File: config.mk
export PLATFORM = sky130hd
export DESIGN_NAME = dss_top
export DESIGN_NICKNAME = d
export VERILOG_FILES = /design/src/hdl/dss_pkg.sv /design/src/hdl/dss_ack_if.sv /design/src/hdl/dss_ack_words.sv /design/src/hdl/dss_top.sv
export SDC_FILE = /design/constraint.sdc
export NUM_CORES = 1
export LEC_CHECK = 0
export ABC_AREA = 1
export BUFFER_PORTS_ARGS = -buffer_cell sky130_fd_sc_hd__buf_2
export CORE_MARGIN = 2
export CORE_UTILIZATION = 47
export DETAILED_ROUTE_END_ITERATION = 7
export GPL_TIMING_DRIVEN = 0
export PLACE_DENSITY = 0.82
export REMOVE_ABC_BUFFERS = 1
export SYNTH_ARGS = -nofsm -noshare
export SYNTH_HDL_FRONTEND = slang
export SYNTH_SLANG_ARGS = --single-unit
File: constraint.sdc
create_clock -name clk_in -period 2.2 [get_ports clk_in]
set_input_delay 0.11 -clock clk_in [delete_from_list [all_inputs] [get_ports clk_in]]
set_output_delay 0.11 -clock clk_in [all_outputs]
set_load 0.1 [all_outputs]
File: src/hdl/dss_pkg.sv
package dss_pkg;

	// ----------------------------------------------------------------
	// Word layout
	// ----------------------------------------------------------------
	localparam int unsigned WORD_W = 16;
	localparam int unsigned MODE_COUNT = 5;
	localparam int unsigned MODE_W = 3;
	localparam int unsigned CLASS_W = 3;
	localparam int unsigned STATE_NUM_W = 4;

	// Operating modes, index of each acknowledgement word
	localparam logic [2:0] MODE_JOG = 3'h0;
	localparam logic [2:0] MODE_VELOCITY = 3'h1;
	localparam logic [2:0] MODE_POSITION = 3'h2;
	localparam logic [2:0] MODE_HOMING = 3'h3;
	localparam logic [2:0] MODE_GEARING = 3'h4;

	// ----------------------------------------------------------------
	// Operating states
	// ----------------------------------------------------------------
	typedef enum logic [3:0] {
		DSS_ST_INIT,
		DSS_ST_PARAM,
		DSS_ST_NOT_READY,
		DSS_ST_READY,
		DSS_ST_ENABLED,
		DSS_ST_QUICK_STOP,
		DSS_ST_FAULT_REACT,
		DSS_ST_FAULT
	} dss_state_t;

	// Numbers reported in the status word
	localparam logic [3:0] STATE_NUM_INIT = 4'h1;
	localparam logic [3:0] STATE_NUM_PARAM = 4'h2;
	localparam logic [3:0] STATE_NUM_NOT_READY = 4'h3;
	localparam logic [3:0] STATE_NUM_READY = 4'h4;
	localparam logic [3:0] STATE_NUM_ENABLED = 4'h6;
	localparam logic [3:0] STATE_NUM_QUICK_STOP = 4'h7;
	localparam logic [3:0] STATE_NUM_FAULT_REACT = 4'h8;
	localparam logic [3:0] STATE_NUM_FAULT = 4'h9;

	// ----------------------------------------------------------------
	// Drive control command values
	// ----------------------------------------------------------------
	localparam logic [15:0] CMD_DISABLE = 16'h0001;
	localparam logic [15:0] CMD_ENABLE = 16'h0002;
	localparam logic [15:0] CMD_QUICK_STOP = 16'h0004;
	localparam logic [15:0] CMD_FAULT_RESET = 16'h0008;
	localparam logic [15:0] CMD_QS_RELEASE = 16'h0010;

	// Error classes
	localparam logic [2:0] ERR_CLASS_NONE = 3'h0;
	localparam logic [2:0] ERR_CLASS_1 = 3'h1;
	localparam logic [2:0] ERR_CLASS_2 = 3'h2;
	localparam logic [2:0] ERR_CLASS_3 = 3'h3;
	localparam logic [2:0] ERR_CLASS_4 = 3'h4;

	// ----------------------------------------------------------------
	// Status word fields
	// ----------------------------------------------------------------
	localparam int unsigned STAT_NUM_LSB = 0;
	localparam int unsigned STAT_INT_FAULT_BIT = 5;
	localparam int unsigned STAT_EXT_FAULT_BIT = 6;
	localparam int unsigned STAT_WARN_BIT = 7;
	localparam int unsigned STAT_MODE_LSB = 12;
	localparam logic [15:0] STAT_RESET = 16'h0001;

	// Acknowledgement word fields
	localparam int unsigned ACK_POS_LIMIT_BIT = 0;
	localparam int unsigned ACK_NEG_LIMIT_BIT = 1;
	localparam int unsigned ACK_QS_RESPONSE_BIT = 2;
	localparam int unsigned ACK_REF_SWITCH_BIT = 3;
	localparam int unsigned ACK_SW_STOP_BIT = 7;
	localparam int unsigned ACK_SPEC_LSB = 12;
	localparam int unsigned ACK_FINISHED_BIT = 14;
	localparam int unsigned ACK_ERROR_BIT = 15;
	localparam logic [15:0] ACK_USED_MASK = 16'hF08F;
	localparam logic [15:0] ACK_RESET = 16'h0000;

	// Warning word fields
	localparam int unsigned WARN_OVERRUN_BIT = 0;
	localparam int unsigned WARN_OVERTEMP_BIT = 1;
	localparam int unsigned WARN_CURRENT_LIMIT_BIT = 5;
	localparam int unsigned WARN_POS_DEV_BIT = 9;
	localparam logic [15:0] WARN_RESET = 16'h0000;

endpackage

File: src/hdl/dss_ack_if.sv
`timescale 1ns/1ps

interface dss_ack_if;
	logic [dss_pkg::MODE_W-1:0] active_mode;
	logic [dss_pkg::WORD_W-1:0] set_mask;
	logic clear_active;
	logic [1:0] mode_spec;
	logic [dss_pkg::WORD_W-1:0] words [dss_pkg::MODE_COUNT];

	modport ctrl
	(
		output active_mode,
		output set_mask,
		output clear_active,
		output mode_spec,
		input words
	);

	modport store
	(
		input active_mode,
		input set_mask,
		input clear_active,
		input mode_spec,
		output words
	);
endinterface

File: src/hdl/dss_ack_words.sv
`timescale 1ns/1ps

module dss_ack_words
(
	// Clock and reset
	input wire logic clk_in,
	input wire logic rst_n_in,
	// Control side
	dss_ack_if.store ack
);

	// ----------------------------------------------------------------
	// One acknowledgement word per operating mode
	// ----------------------------------------------------------------
	genvar m;
	generate
		for (m = 0; m < dss_pkg::MODE_COUNT; m++)
		begin : g_mode
			logic [dss_pkg::WORD_W-1:0] word;
			logic [dss_pkg::WORD_W-1:0] next_word;
			logic sel;

			assign sel = (ack.active_mode == m[dss_pkg::MODE_W-1:0]);

			always_comb
			begin
				next_word = word;
				if (sel && ack.clear_active)
				begin
					next_word = dss_pkg::ACK_RESET;
				end
				// Set after clear so a same-cycle event survives a restart
				if (sel)
				begin
					next_word = next_word | ack.set_mask;
					next_word[dss_pkg::ACK_SPEC_LSB +: 2] = ack.mode_spec;
				end
				// Reserved bits held at zero
				next_word = next_word & dss_pkg::ACK_USED_MASK;
			end

			always_ff @(posedge clk_in or negedge rst_n_in)
			begin
				if (!rst_n_in)
				begin
					word <= dss_pkg::ACK_RESET;
				end
				else
				begin
					word <= next_word;
				end
			end

			assign ack.words[m] = word;
		end
	endgenerate

endmodule

File: src/hdl/dss_top.sv
// Functional notes
// - Start state 1, self-test, then state 2
// - State 2 to 3 only after parameters succeed
// - State 3 to 4 on safety and supply
// - Command 2 in state 4 enables, state 6
// - Command 1 in state 6 returns to 4
// - Supply or safety loss returns to state 3
// - Command 4 or class 1/2 enters 7
// - Class 2 after quick stop goes fault path
// - Class 3/4 releases motor, states 8 then 9
// - Command 8 or 16 releases quick stop
// - Class 2/3 fault left only on 8
// - State number in status bits 0 to 3
// - Status bit 5 from internal fault flags
// - Status bit 6 from external fault flags
// - Status bit 7 from warning flags
// - Status bits 12-15 mirror active mode word
// - Acknowledge bits 0,1,2,3,7 layout
// - Class 1/2 error sets bit 15 first, 14 later
// - Class 1/2 sets bit 14 at standstill
// - Class 3 in state 6 or 7 sets 14 and 15 at once
// - States 6/7 powered, 8 reaction, 9 fault
// - Warning word bits 0, 1, 5, 9
`timescale 1ns/1ps

module dss_top
(
	// Clock and reset
	input wire logic clk_in,
	input wire logic rst_n_in,
	// Fieldbus command write
	input wire logic cmd_valid_in,
	input wire logic [15:0] cmd_value_in,
	// Start-up progress
	input wire logic selftest_done_in,
	input wire logic param_init_ok_in,
	// Power and safety
	input wire logic safe_disable_a_in,
	input wire logic safe_disable_b_in,
	input wire logic supply_above_threshold_in,
	input wire logic motor_standstill_in,
	// Error events
	input wire logic err_valid_in,
	input wire logic [2:0] err_class_in,
	// Monitoring flags
	input wire logic [15:0] internal_fault_flags_in,
	input wire logic [15:0] external_fault_flags_in,
	input wire logic warn_pos_overrun_in,
	input wire logic warn_amp_overtemp_in,
	input wire logic warn_current_limit_in,
	input wire logic warn_pos_deviation_in,
	// Operating mode progress
	input wire logic [2:0] active_mode_in,
	input wire logic mode_start_in,
	input wire logic mode_done_in,
	input wire logic [1:0] mode_spec_in,
	input wire logic positive_limit_error_in,
	input wire logic negative_limit_error_in,
	input wire logic ref_switch_error_in,
	// Power stage
	output logic amp_enable_out,
	output logic quick_stop_out,
	// Status words
	output logic [15:0] drive_state_status_word_out,
	output logic [15:0] warning_flags_out,
	output logic [15:0] jog_mode_acknowledge_out,
	output logic [15:0] velocity_mode_acknowledge_out,
	output logic [15:0] position_mode_acknowledge_out,
	output logic [15:0] homing_mode_acknowledge_out,
	output logic [15:0] gearing_mode_acknowledge_out
);

	// ----------------------------------------------------------------
	// Decoded events
	// ----------------------------------------------------------------
	dss_pkg::dss_state_t state;
	dss_pkg::dss_state_t next_state;
	logic [2:0] stop_class;
	logic [2:0] next_stop_class;
	logic stopped;
	logic next_stopped;
	logic [15:0] set_mask;
	logic power_ok;
	logic err_light;
	logic err_heavy;
	logic cmd_disable;
	logic cmd_enable;
	logic cmd_quick_stop;
	logic cmd_fault_reset;
	logic cmd_qs_release;

	assign power_ok = safe_disable_a_in & safe_disable_b_in & supply_above_threshold_in;
	assign err_light = err_valid_in &
		((err_class_in == dss_pkg::ERR_CLASS_1) || (err_class_in == dss_pkg::ERR_CLASS_2));
	assign err_heavy = err_valid_in &
		((err_class_in == dss_pkg::ERR_CLASS_3) || (err_class_in == dss_pkg::ERR_CLASS_4));
	assign cmd_disable = cmd_valid_in && (cmd_value_in == dss_pkg::CMD_DISABLE);
	assign cmd_enable = cmd_valid_in && (cmd_value_in == dss_pkg::CMD_ENABLE);
	assign cmd_quick_stop = cmd_valid_in && (cmd_value_in == dss_pkg::CMD_QUICK_STOP);
	assign cmd_fault_reset = cmd_valid_in && (cmd_value_in == dss_pkg::CMD_FAULT_RESET);
	assign cmd_qs_release = cmd_valid_in && (cmd_value_in == dss_pkg::CMD_QS_RELEASE);

	// ----------------------------------------------------------------
	// Operating state machine
	// ----------------------------------------------------------------
	// stop_class keeps the cause of a quick stop or fault: none means a
	// software stop, otherwise the worst error class seen so far.
	always_comb
	begin
		next_state = state;
		next_stop_class = stop_class;
		next_stopped = stopped;
		set_mask = '0;
		// Limit and reference errors are latched in whatever state
		// acknowledge bit layout
		set_mask[dss_pkg::ACK_POS_LIMIT_BIT] = positive_limit_error_in;
		set_mask[dss_pkg::ACK_NEG_LIMIT_BIT] = negative_limit_error_in;
		set_mask[dss_pkg::ACK_REF_SWITCH_BIT] = ref_switch_error_in;
		set_mask[dss_pkg::ACK_FINISHED_BIT] = mode_done_in;
		case (state)
			dss_pkg::DSS_ST_INIT:
			begin
				if (selftest_done_in)
				begin
					next_state = dss_pkg::DSS_ST_PARAM;
				end
			end
			dss_pkg::DSS_ST_PARAM:
			begin
				if (param_init_ok_in)
				begin
					next_state = dss_pkg::DSS_ST_NOT_READY;
				end
			end
			dss_pkg::DSS_ST_NOT_READY:
			begin
				if (power_ok)
				begin
					next_state = dss_pkg::DSS_ST_READY;
				end
			end
			dss_pkg::DSS_ST_READY:
			begin
				if (err_heavy)
				begin
					next_state = dss_pkg::DSS_ST_FAULT_REACT;
					next_stop_class = err_class_in;
				end
				else if (!power_ok)
				begin
					next_state = dss_pkg::DSS_ST_NOT_READY;
				end
				else if (cmd_enable)
				begin
					next_state = dss_pkg::DSS_ST_ENABLED;
				end
			end
			dss_pkg::DSS_ST_ENABLED:
			begin
				if (err_heavy)
				begin
					next_state = dss_pkg::DSS_ST_FAULT_REACT;
					next_stop_class = err_class_in;
					set_mask[dss_pkg::ACK_ERROR_BIT] = 1'b1;
					set_mask[dss_pkg::ACK_FINISHED_BIT] = 1'b1;
				end
				else if (!power_ok)
				begin
					next_state = dss_pkg::DSS_ST_NOT_READY;
				end
				else if (err_light)
				begin
					next_state = dss_pkg::DSS_ST_QUICK_STOP;
					next_stop_class = err_class_in;
					next_stopped = 1'b0;
					set_mask[dss_pkg::ACK_ERROR_BIT] = 1'b1;
					set_mask[dss_pkg::ACK_QS_RESPONSE_BIT] = 1'b1;
				end
				else if (cmd_quick_stop)
				begin
					next_state = dss_pkg::DSS_ST_QUICK_STOP;
					next_stop_class = dss_pkg::ERR_CLASS_NONE;
					next_stopped = 1'b0;
					set_mask[dss_pkg::ACK_SW_STOP_BIT] = 1'b1;
				end
				else if (cmd_disable)
				begin
					next_state = dss_pkg::DSS_ST_READY;
				end
			end
			dss_pkg::DSS_ST_QUICK_STOP:
			begin
				if (err_heavy)
				begin
					next_state = dss_pkg::DSS_ST_FAULT_REACT;
					next_stop_class = err_class_in;
					set_mask[dss_pkg::ACK_ERROR_BIT] = 1'b1;
					set_mask[dss_pkg::ACK_FINISHED_BIT] = 1'b1;
				end
				else if (!power_ok)
				begin
					next_state = dss_pkg::DSS_ST_NOT_READY;
				end
				else
				begin
					// A second light error may escalate the stop
					if (err_light && (err_class_in > stop_class))
					begin
						next_stop_class = err_class_in;
						set_mask[dss_pkg::ACK_ERROR_BIT] = 1'b1;
						set_mask[dss_pkg::ACK_QS_RESPONSE_BIT] = 1'b1;
					end
					if (!stopped && motor_standstill_in)
					begin
						next_stopped = 1'b1;
						if (next_stop_class != dss_pkg::ERR_CLASS_NONE)
						begin
							set_mask[dss_pkg::ACK_FINISHED_BIT] = 1'b1;
						end
					end
					if ((stopped || motor_standstill_in) &&
						(next_stop_class == dss_pkg::ERR_CLASS_2))
					begin
						next_state = dss_pkg::DSS_ST_FAULT_REACT;
					end
					else if (stopped && (cmd_fault_reset || cmd_qs_release))
					begin
						next_state = dss_pkg::DSS_ST_ENABLED;
						next_stop_class = dss_pkg::ERR_CLASS_NONE;
					end
				end
			end
			dss_pkg::DSS_ST_FAULT_REACT:
			begin
				next_state = dss_pkg::DSS_ST_FAULT;
			end
			dss_pkg::DSS_ST_FAULT:
			begin
				// fault reset needed; class 4 never clears
				if (cmd_fault_reset && (stop_class != dss_pkg::ERR_CLASS_4))
				begin
					next_state = dss_pkg::DSS_ST_NOT_READY;
					next_stop_class = dss_pkg::ERR_CLASS_NONE;
				end
			end
			default:
			begin
				next_state = dss_pkg::DSS_ST_INIT;
			end
		endcase
	end

	always_ff @(posedge clk_in or negedge rst_n_in)
	begin
		if (!rst_n_in)
		begin
			state <= dss_pkg::DSS_ST_INIT;
			stop_class <= dss_pkg::ERR_CLASS_NONE;
			stopped <= 1'b0;
		end
		else
		begin
			state <= next_state;
			stop_class <= next_stop_class;
			stopped <= next_stopped;
		end
	end

	// ----------------------------------------------------------------
	// Acknowledgement words
	// ----------------------------------------------------------------
	dss_ack_if ack_bus ();

	assign ack_bus.active_mode = active_mode_in;
	assign ack_bus.set_mask = set_mask;
	assign ack_bus.clear_active = mode_start_in;
	assign ack_bus.mode_spec = mode_spec_in;

	dss_ack_words u_ack_words
	(
		.clk_in(clk_in),
		.rst_n_in(rst_n_in),
		.ack(ack_bus.store)
	);

	assign jog_mode_acknowledge_out = ack_bus.words[dss_pkg::MODE_JOG];
	assign velocity_mode_acknowledge_out = ack_bus.words[dss_pkg::MODE_VELOCITY];
	assign position_mode_acknowledge_out = ack_bus.words[dss_pkg::MODE_POSITION];
	assign homing_mode_acknowledge_out = ack_bus.words[dss_pkg::MODE_HOMING];
	assign gearing_mode_acknowledge_out = ack_bus.words[dss_pkg::MODE_GEARING];

	// ----------------------------------------------------------------
	// Status, warnings and power outputs
	// ----------------------------------------------------------------
	logic [15:0] next_status;
	logic [15:0] next_warn;
	logic [15:0] mode_word;
	logic next_amp;
	logic next_qs;

	// Unknown mode index reads as an idle word
	assign mode_word = (active_mode_in < dss_pkg::MODE_COUNT) ?
		ack_bus.words[active_mode_in] : dss_pkg::ACK_RESET;

	always_comb
	begin
		next_warn = dss_pkg::WARN_RESET;
		next_warn[dss_pkg::WARN_OVERRUN_BIT] = warn_pos_overrun_in;
		next_warn[dss_pkg::WARN_OVERTEMP_BIT] = warn_amp_overtemp_in;
		next_warn[dss_pkg::WARN_CURRENT_LIMIT_BIT] = warn_current_limit_in;
		next_warn[dss_pkg::WARN_POS_DEV_BIT] = warn_pos_deviation_in;
		next_status = '0;
		case (state)
			dss_pkg::DSS_ST_INIT: next_status[3:0] = dss_pkg::STATE_NUM_INIT;
			dss_pkg::DSS_ST_PARAM: next_status[3:0] = dss_pkg::STATE_NUM_PARAM;
			dss_pkg::DSS_ST_NOT_READY: next_status[3:0] = dss_pkg::STATE_NUM_NOT_READY;
			dss_pkg::DSS_ST_READY: next_status[3:0] = dss_pkg::STATE_NUM_READY;
			dss_pkg::DSS_ST_ENABLED: next_status[3:0] = dss_pkg::STATE_NUM_ENABLED;
			dss_pkg::DSS_ST_QUICK_STOP: next_status[3:0] = dss_pkg::STATE_NUM_QUICK_STOP;
			dss_pkg::DSS_ST_FAULT_REACT: next_status[3:0] = dss_pkg::STATE_NUM_FAULT_REACT;
			dss_pkg::DSS_ST_FAULT: next_status[3:0] = dss_pkg::STATE_NUM_FAULT;
			default: next_status[3:0] = dss_pkg::STATE_NUM_INIT;
		endcase
		next_status[dss_pkg::STAT_INT_FAULT_BIT] = |internal_fault_flags_in;
		next_status[dss_pkg::STAT_EXT_FAULT_BIT] = |external_fault_flags_in;
		next_status[dss_pkg::STAT_WARN_BIT] = |next_warn;
		next_status[dss_pkg::STAT_MODE_LSB +: 4] = mode_word[dss_pkg::ACK_SPEC_LSB +: 4];
		// amplifier on in 6 and 7
		next_amp = (state == dss_pkg::DSS_ST_ENABLED) || (state == dss_pkg::DSS_ST_QUICK_STOP);
		next_qs = (state == dss_pkg::DSS_ST_QUICK_STOP);
	end

	// Outputs follow the state register by one clock; the amplifier
	// therefore drops one clock after entering the reaction state.
	always_ff @(posedge clk_in or negedge rst_n_in)
	begin
		if (!rst_n_in)
		begin
			drive_state_status_word_out <= dss_pkg::STAT_RESET;
			warning_flags_out <= dss_pkg::WARN_RESET;
			amp_enable_out <= 1'b0;
			quick_stop_out <= 1'b0;
		end
		else
		begin
			drive_state_status_word_out <= next_status;
			warning_flags_out <= next_warn;
			amp_enable_out <= next_amp;
			quick_stop_out <= next_qs;
		end
	end

endmodule

=== Word level (Yosys, flattened, before mapping) ===
Memory sizes are Yosys's and may differ from the RTL's.
Cells that the tools add are included.

* Register bits: 70
* Bits in latches: 0
* Bits in writable memories: 0
* Bits in read-only memories: 32
* Word-level logic and storage cells: 171
* Memories kept: 1

* Add/sub/neg operators: 0
* Multiply operators: 0
* Divide/modulo/power cells: 0
* $lt $le $gt $ge: 3
* Eq/ne operators: 39
* Shifts and indexed selects: 0
* Mux-type cells: 74
* Bitwise operators: 10
* Reductions and logical operators: 32

{| class="wikitable"
|+ Memory list
! memory !! depth !! width !! read ports !! clocked after memory_dff !! wr ports !! line !! source
|-
| (name not given) || 8 || 4 || 1 || 0 || 0 || dss_top.sv:313 || <nowiki>case (state)</nowiki>
|}

{| class="wikitable"
|+ Operators by type and width
! kind !! number
|-
| 2-to-1 mux 16 bit || 13
|-
| OR 16 bit || 5
|-
| 2-to-1 mux 4 bit || 17
|-
| binary-select mux 16 bit (select 3 bit) || 1
|-
| 2-to-1 mux 3 bit || 14
|-
| case mux 4 bit (8 select lines) || 1
|-
| OR reduction 16 bit || 2
|-
| 2-to-1 mux 1 bit || 22
|-
| inequality test 2 bit, second input constant || 9
|-
| == test 16 x 1 -> 1 bit, second input constant || 1
|-
| == test 16 x 2 -> 1 bit, second input constant || 1
|-
| == test 16 x 3 -> 1 bit, second input constant || 1
|-
| == test 16 x 4 -> 1 bit, second input constant || 1
|-
| == test 16 x 5 -> 1 bit, second input constant || 1
|-
| == test 4 x 3 -> 1 bit, second input constant || 4
|-
| == test 3 x 2 -> 1 bit, second input constant || 5
|-
| logical AND 1 bit || 15
|-
| AND reduction 7 bit || 2
|-
| inequality test 3 bit, second input constant || 4
|-
| case mux 3 bit (4 select lines) || 1
|-
| == test 4 x 2 -> 1 bit, second input constant || 2
|-
| inequality test 4 bit, second input constant || 2
|-
| == test 3 x 1 -> 1 bit, second input constant || 2
|-
| == test 3 bit, second input constant || 2
|-
| other kinds (21) || 30
|}

=== Logic depth before layout (Yosys ltp) ===
* Depth in word-level cells: 16
* Mapped depth: 15

=== By module ===
A second synthesis with hierarchy kept.

* Cells, all modules: 518
* Area, all modules: 4,033.9 um^2

{| class="wikitable"
|+ Modules (own cells, without submodules)
! module !! instances !! cells an instance !! area each (um^2) !! seq. area each (um^2)
|-
| dss_top || 1 || 289 || 2,024.4 || 601.8
|-
| dss_ack_words || 1 || 229 || 2,009.4 || 1,126.1
|}

=== Least setup slack after synthesis ===
No wires, ideal clock.

* Path kind: flip-flop to flip-flop
* Start point: reg stop_class[2]
* End point: reg u_ack_words.g_mode[4].word[14] (netlist bit)
* Setup time: 0.120 ns
* Arrival: 1.649 ns
* Data required time: 2.080 ns
* Setup slack: 0.431 ns
* Stages on the path, launching flop included: 13
* Path through: dfrtp_1 > inv_1 > ha_1 > nand2_1 > nand2_1 > nor2_1 > nor2_1 > nand3_2 > nand2_1 > nor3_1 > o21ai_2 > nand3_1 > nand2_1

* Longest elaborated chain between the ends: 14

{| class="wikitable"
|+ RTL lines
! element !! line !! source
|-
| start, declared || dss_top.sv:78 || <nowiki>logic [2:0] stop_class;</nowiki>
|-
| start signal, assigned || dss_top.sv:258 || <nowiki>stop_class <= dss_pkg::ERR_CLASS_NONE;</nowiki>
|-
| start signal, assigned || dss_top.sv:264 || <nowiki>stop_class <= next_stop_class;</nowiki>
|-
| greater-than comparator 3 bit || dss_top.sv:207 || <nowiki>if (err_light && (err_class_in > stop_class))</nowiki>
|-
| logical AND 1 bit || dss_top.sv:207 ||
|-
| 2-to-1 mux 3 bit (*) || dss_top.sv:207 ||
|-
| 2-to-1 mux 3 bit (*) || dss_top.sv:200 || <nowiki>else if (!power_ok)</nowiki>
|-
| 2-to-1 mux 3 bit (*) || dss_top.sv:193 || <nowiki>if (err_heavy)</nowiki>
|-
| 2-to-1 mux 3 bit (*) || dss_top.sv:120 || <nowiki>case (state)</nowiki>
|-
| nonzero test 3 bit (*) || dss_top.sv:216 || <nowiki>if (next_stop_class != dss_pkg::ERR_CLASS_NONE)</nowiki>
|-
| 2-to-1 mux 1 bit (*) || dss_top.sv:216 ||
|-
| 2-to-1 mux 1 bit (*) || dss_top.sv:213 || <nowiki>if (!stopped && motor_standstill_in)</nowiki>
|-
| 2-to-1 mux 2 bit (*) || dss_top.sv:200 ||
|-
| 2-to-1 mux 2 bit (*) || dss_top.sv:193 ||
|-
| case mux 2 bit (2 select lines) (*) || dss_top.sv:120 ||
|-
| OR 16 bit (*) || dss_ack_words.sv:35 || <nowiki>next_word = next_word | ack.set_mask;</nowiki>
|-
| 2-to-1 mux 16 bit (*) || dss_ack_words.sv:33 || <nowiki>if (sel)</nowiki>
|-
| via u_ack_words.g_mode[4].next_word (one bit) || dss_ack_words.sv:20 || <nowiki>logic [dss_pkg::WORD_W-1:0] next_word;</nowiki>
|-
| end signal, assigned || dss_ack_words.sv:46 || <nowiki>word <= dss_pkg::ACK_RESET;</nowiki>
|-
| end signal, assigned || dss_ack_words.sv:50 || <nowiki>word <= next_word;</nowiki>
|-
| end, declared || dss_ack_words.sv:19 || <nowiki>logic [dss_pkg::WORD_W-1:0] word;</nowiki>
|}

The timed path passes the listed nets; every way through them passes the cells marked *. The select of a mux whose other input is x is not followed.
A chain may end at the register's enable or synchronous reset.

=== Worst setup path after layout ===
* Start point: in external_fault_flags_in[7]
* End point: reg drive_state_status_word_out[6]

* Longest elaborated chain between the ends: 1

{| class="wikitable"
|+ RTL lines
! element !! line !! source
|-
| start, declared || dss_top.sv:47 || <nowiki>input wire logic [15:0] external_fault_flags_in,</nowiki>
|-
| OR reduction 16 bit || dss_top.sv:325 || <nowiki>next_status[dss_pkg::STAT_EXT_FAULT_BIT] = |external_fault_flags_in;</nowiki>
|-
| via next_status[6] || dss_top.sv:295 || <nowiki>logic [15:0] next_status;</nowiki>
|-
| end signal, assigned || dss_top.sv:339 || <nowiki>drive_state_status_word_out <= dss_pkg::STAT_RESET;</nowiki>
|-
| end signal, assigned || dss_top.sv:346 || <nowiki>drive_state_status_word_out <= next_status;</nowiki>
|-
| end, declared || dss_top.sv:64 || <nowiki>output logic [15:0] drive_state_status_word_out,</nowiki>
|}

The timed path passes the listed nets, and every way through them passes these cells.

==> results.py <==
metrics = {
    "cells_and_area": {
        "postLayoutCellArea_um2": 4840,
        "area_growth_pct": 24.5,
        "fillers": 728,
        "drive_gt1_frac": 0.288,
        "multi_input_area_um2": 1790,
        "antenna_cells": 0,
        "ff_latch_area_um2": 1730,
        "final_nets": 723,
    },
    "cts": {
        "cts_tree": "built",
        "cts_sinks": 69,
        "cts_buffer_depth": 2,
        "root_buffer": "clkbuf_8",
        "numCtsBuffers": 9,
        "clkLatencyLatePin_ns": 0.34,
        "post_cts.repair.setup_buffers": 0,
        "htree_levels": 3,
        "clkTransAtPathRegs_ns": 0.08,
    },
    "global_routing": {
        "antenna_found_initial": 0,
        "grt_pass1_wl_um": 15200,
        "grt_usage": 0.213,
        "grt_pass1_vias": 3326,
        "grt_max_degree": 70,
        "grt_overflow": 0,
    },
    "floorplan": {
        "rows": 33,
        "die_height_um": 95.0,
        "fp.dieArea_um2": 9020,
        "io_pins": 189,
        "die_w_um": 95.0,
        "start_util": 0.478,
        "core_um2": 8130,
    },
    "timing": {
        "final.setup_skew_ns": 0.00741,
        "rsz0062_at_grt": "false",
        "tightest_slew_ns": 0.826,
        "period_needed_ns": 2.01,
        "finalSetupTns_ns": 0,
        "slew_headroom": 0.449,
        "final_hold_viol_count": 0,
        "period_share": 0.913,
        "final-setup-viol-count": 0,
        "whs_ns": 0.0949,
        "drv_slew": 0,
        "clock.fmax_ghz": 0.498,
    },
    "route": {
        "drc": 0,
        "totalWireLength_um": 9610,
        "vias": 3652,
        "ant_nets": 0,
        "wire_per_inst_um": 12.8,
        "first_pass_iters": 4,
        "drt-initial-drc-count": 179,
        "viasPerCell": 4.86,
    },
    "power_and_ir_drop": {
        "power.density_nw_per_um2": 1160,
        "peakVddDrop_v": 0.000746,
        "p_leak_nw": 2.62,
    },
    "outcome": {
        "outcome": "finished, final reports clean",
    },
    "synthesis": {
        "yosysWarnings": 0,
        "synth_edf_count": 0,
        "async_flop_share": 1.00,
        "syn_area_per_cell_um2": 8.02,
        "yosysSeqAreaShare": 0.444,
        "syn_area_um2": 3890,
        "synthFlopType": "dfrtp_1",
        "synth_cell_type_count": 37,
        "synthCells": 485,
        "ys_ff_latch": 69,
    },
    "min_path": {
        "hold_path.class": "in2reg",
    },
    "worst_setup_path": {
        "start_kind": "input pin",
        "worst_setup_path_end_kind": "flop",
        "crit_fanout": 1,
        "crit_type": "in2reg",
        "worst-endpoint-arrival_ns": 2.24,
        "cp.required_ns": 2.43,
    },
    "placed_design": {
        "gp_congestion": 0.898,
        "hpwlAfterDp_um": 7380,
        "placement.io_buffers": 136,
        "placedInstanceArea_um2": 4500,
    },
    "job": {
        "maxCapViolations": 0,
    },
}
-- sequential cells by signal, indices dropped and copies added (netlist names) --
name and cells:
u_ack_words.g_mode.word 45, drive_state_status_word_out 11, warning_flags_out 4, state 3, stop_class 3, amp_enable_out 1
quick_stop_out 1, stopped 1
-- area by class of cell --
class / instances / area share
Multi-Input combinational cell: 368 / 0.369
Sequential cell: 69 / 0.357
Timing Repair Buffer: 147 / 0.164
Inverter: 46 / 0.0362
Tap cell: 105 / 0.0271
Clock buffer: 9 / 0.0256
Clock inverter: 7 / 0.0217
-- synthesized netlist by cell type (6+ instances only) --
library cell	n	area share
nand2_1	129	0.12
dfrtp_1	68	0.44
buf_4	52	0.10
o21ai_0	40	0.051
inv_1	39	0.038
nor2_1	39	0.038
nand3_1	17	0.022
nand4_1	11	0.018
o21ai_1	11	0.014
nor4_1	9	0.014
a21oi_1	8	0.010
ha_1	7	0.023
nor3_1	7	0.0090
o21ai_2	7	0.016
nand2_2	6	0.0096
-- worst max-delay path: stages --
cell	delay (ns)
dlygate4sd3_1	0.54
buf_2	0.12
nor4_1	0.24
dlygate4sd3_1	0.59
nand4_1	0.07
dlygate4sd3_1	0.57
-- cell families (layout without fill, tap and decap cells) --
family                     count (synthesis)  after routing  share of synthesized area
DFF                                       69             69                      0.444
xor gates and xnor gates                   1              1                    0.00225
AOI/OAI and AO/OA                         77             77                      0.117
other                                      1             52                   0.000964
and+or+nand+nor                          231            231                      0.267
buffers and inverters                     99            209                      0.147
adders and majority gates                  7              7                     0.0225
-- final timing paths --
kind | from | endpoint | slack (ns) | cells past startpoint
max in group asynchronous | rst_n_in | u_ack_words.g_mode[3].word[12] | 1.24 | 2
setup / recovery | external_fault_flags_in[7] | drive_state_status_word_out[6] | 0.19 | 6
setup reg to reg | stop_class[2] | u_ack_words.g_mode[1].word[2] | 0.23 | 9
min in group asynchronous | rst_n_in | warning_flags_out[0] | 0.43 | 2
hold / removal | negative_limit_error_in | u_ack_words.g_mode[4].word[1] | 0.09 | 3
hold reg to reg | u_ack_words.g_mode[3].word[7] | u_ack_words.g_mode[3].word[7] | 0.49 | 2
-- power by group --
part / total, mW / internal, mW / switching (mW) / leakage (nW)
combinational: 2.80 / 0.516 / 2.28 / 1.65
sequential: 1.65 / 1.48 / 0.169 / 0.859
clock: 1.19 / 0.658 / 0.528 / 0.113
-- metal layers --
layer / global-route usage / up-vias / wire length [um] / part of all wire
met4: 0.0447 / 0 / 43 / 0.0045
met3: 0.0431 / 5 / 632 / 0.066
met1: 0.269 / 1711 / 4010 / 0.42
li1: - / 1790 / - / -
met5: 0 / - / 0 / 0
met2: 0.376 / 146 / 4930 / 0.51
-- stage by stage --
step                std cells   util  setup slack, ns  total power [mW]
finish                    751  0.595            0.192              5.64
global route              751  0.595           0.0287              5.93
CTS                       751  0.595            0.168              5.65
detailed placement        724  0.553            0.191              4.46
global placement          724  0.553            0.219              4.42
floorplan                 483      -            0.431              3.97
-- what timing repair did --
action | CTS | global route
endpoints found under the setup margin | 0 | 8
endpoints found under the hold margin | 75 | 0
hold buffers | 11 | 0
resized for setup | 0 | 1
-- cell usage in the layout, fill, tap and decap left out, types with 2 or more instances in the layout --
cell / Yosys / routed
buf_2: 1 / 135
nand2_1: 129 / 129
dfrtp_1: 68 / 68
conb_1: 1 / 52
o21ai_0: 40 / 40
inv_1: 39 / 39
nor2_1: 39 / 38
nand3_1: 17 / 17
nand4_1: 11 / 11
o21ai_1: 11 / 11
dlygate4sd3_1: 0 / 11
nor4_1: 9 / 9
clkbuf_8: 0 / 9
a21oi_1: 8 / 8
o21ai_2: 7 / 7
nor3_1: 7 / 7
ha_1: 7 / 7
nand2_2: 6 / 6
inv_2: 5 / 5
a22o_1: 4 / 4
nor2_2: 3 / 4
inv_6: 0 / 3
nor2_4: 2 / 2
nand3_2: 2 / 2
nand3b_1: 2 / 2
o22ai_1: 2 / 2
bufinv_16: 0 / 2
Power figures use the tool's default switching activity.
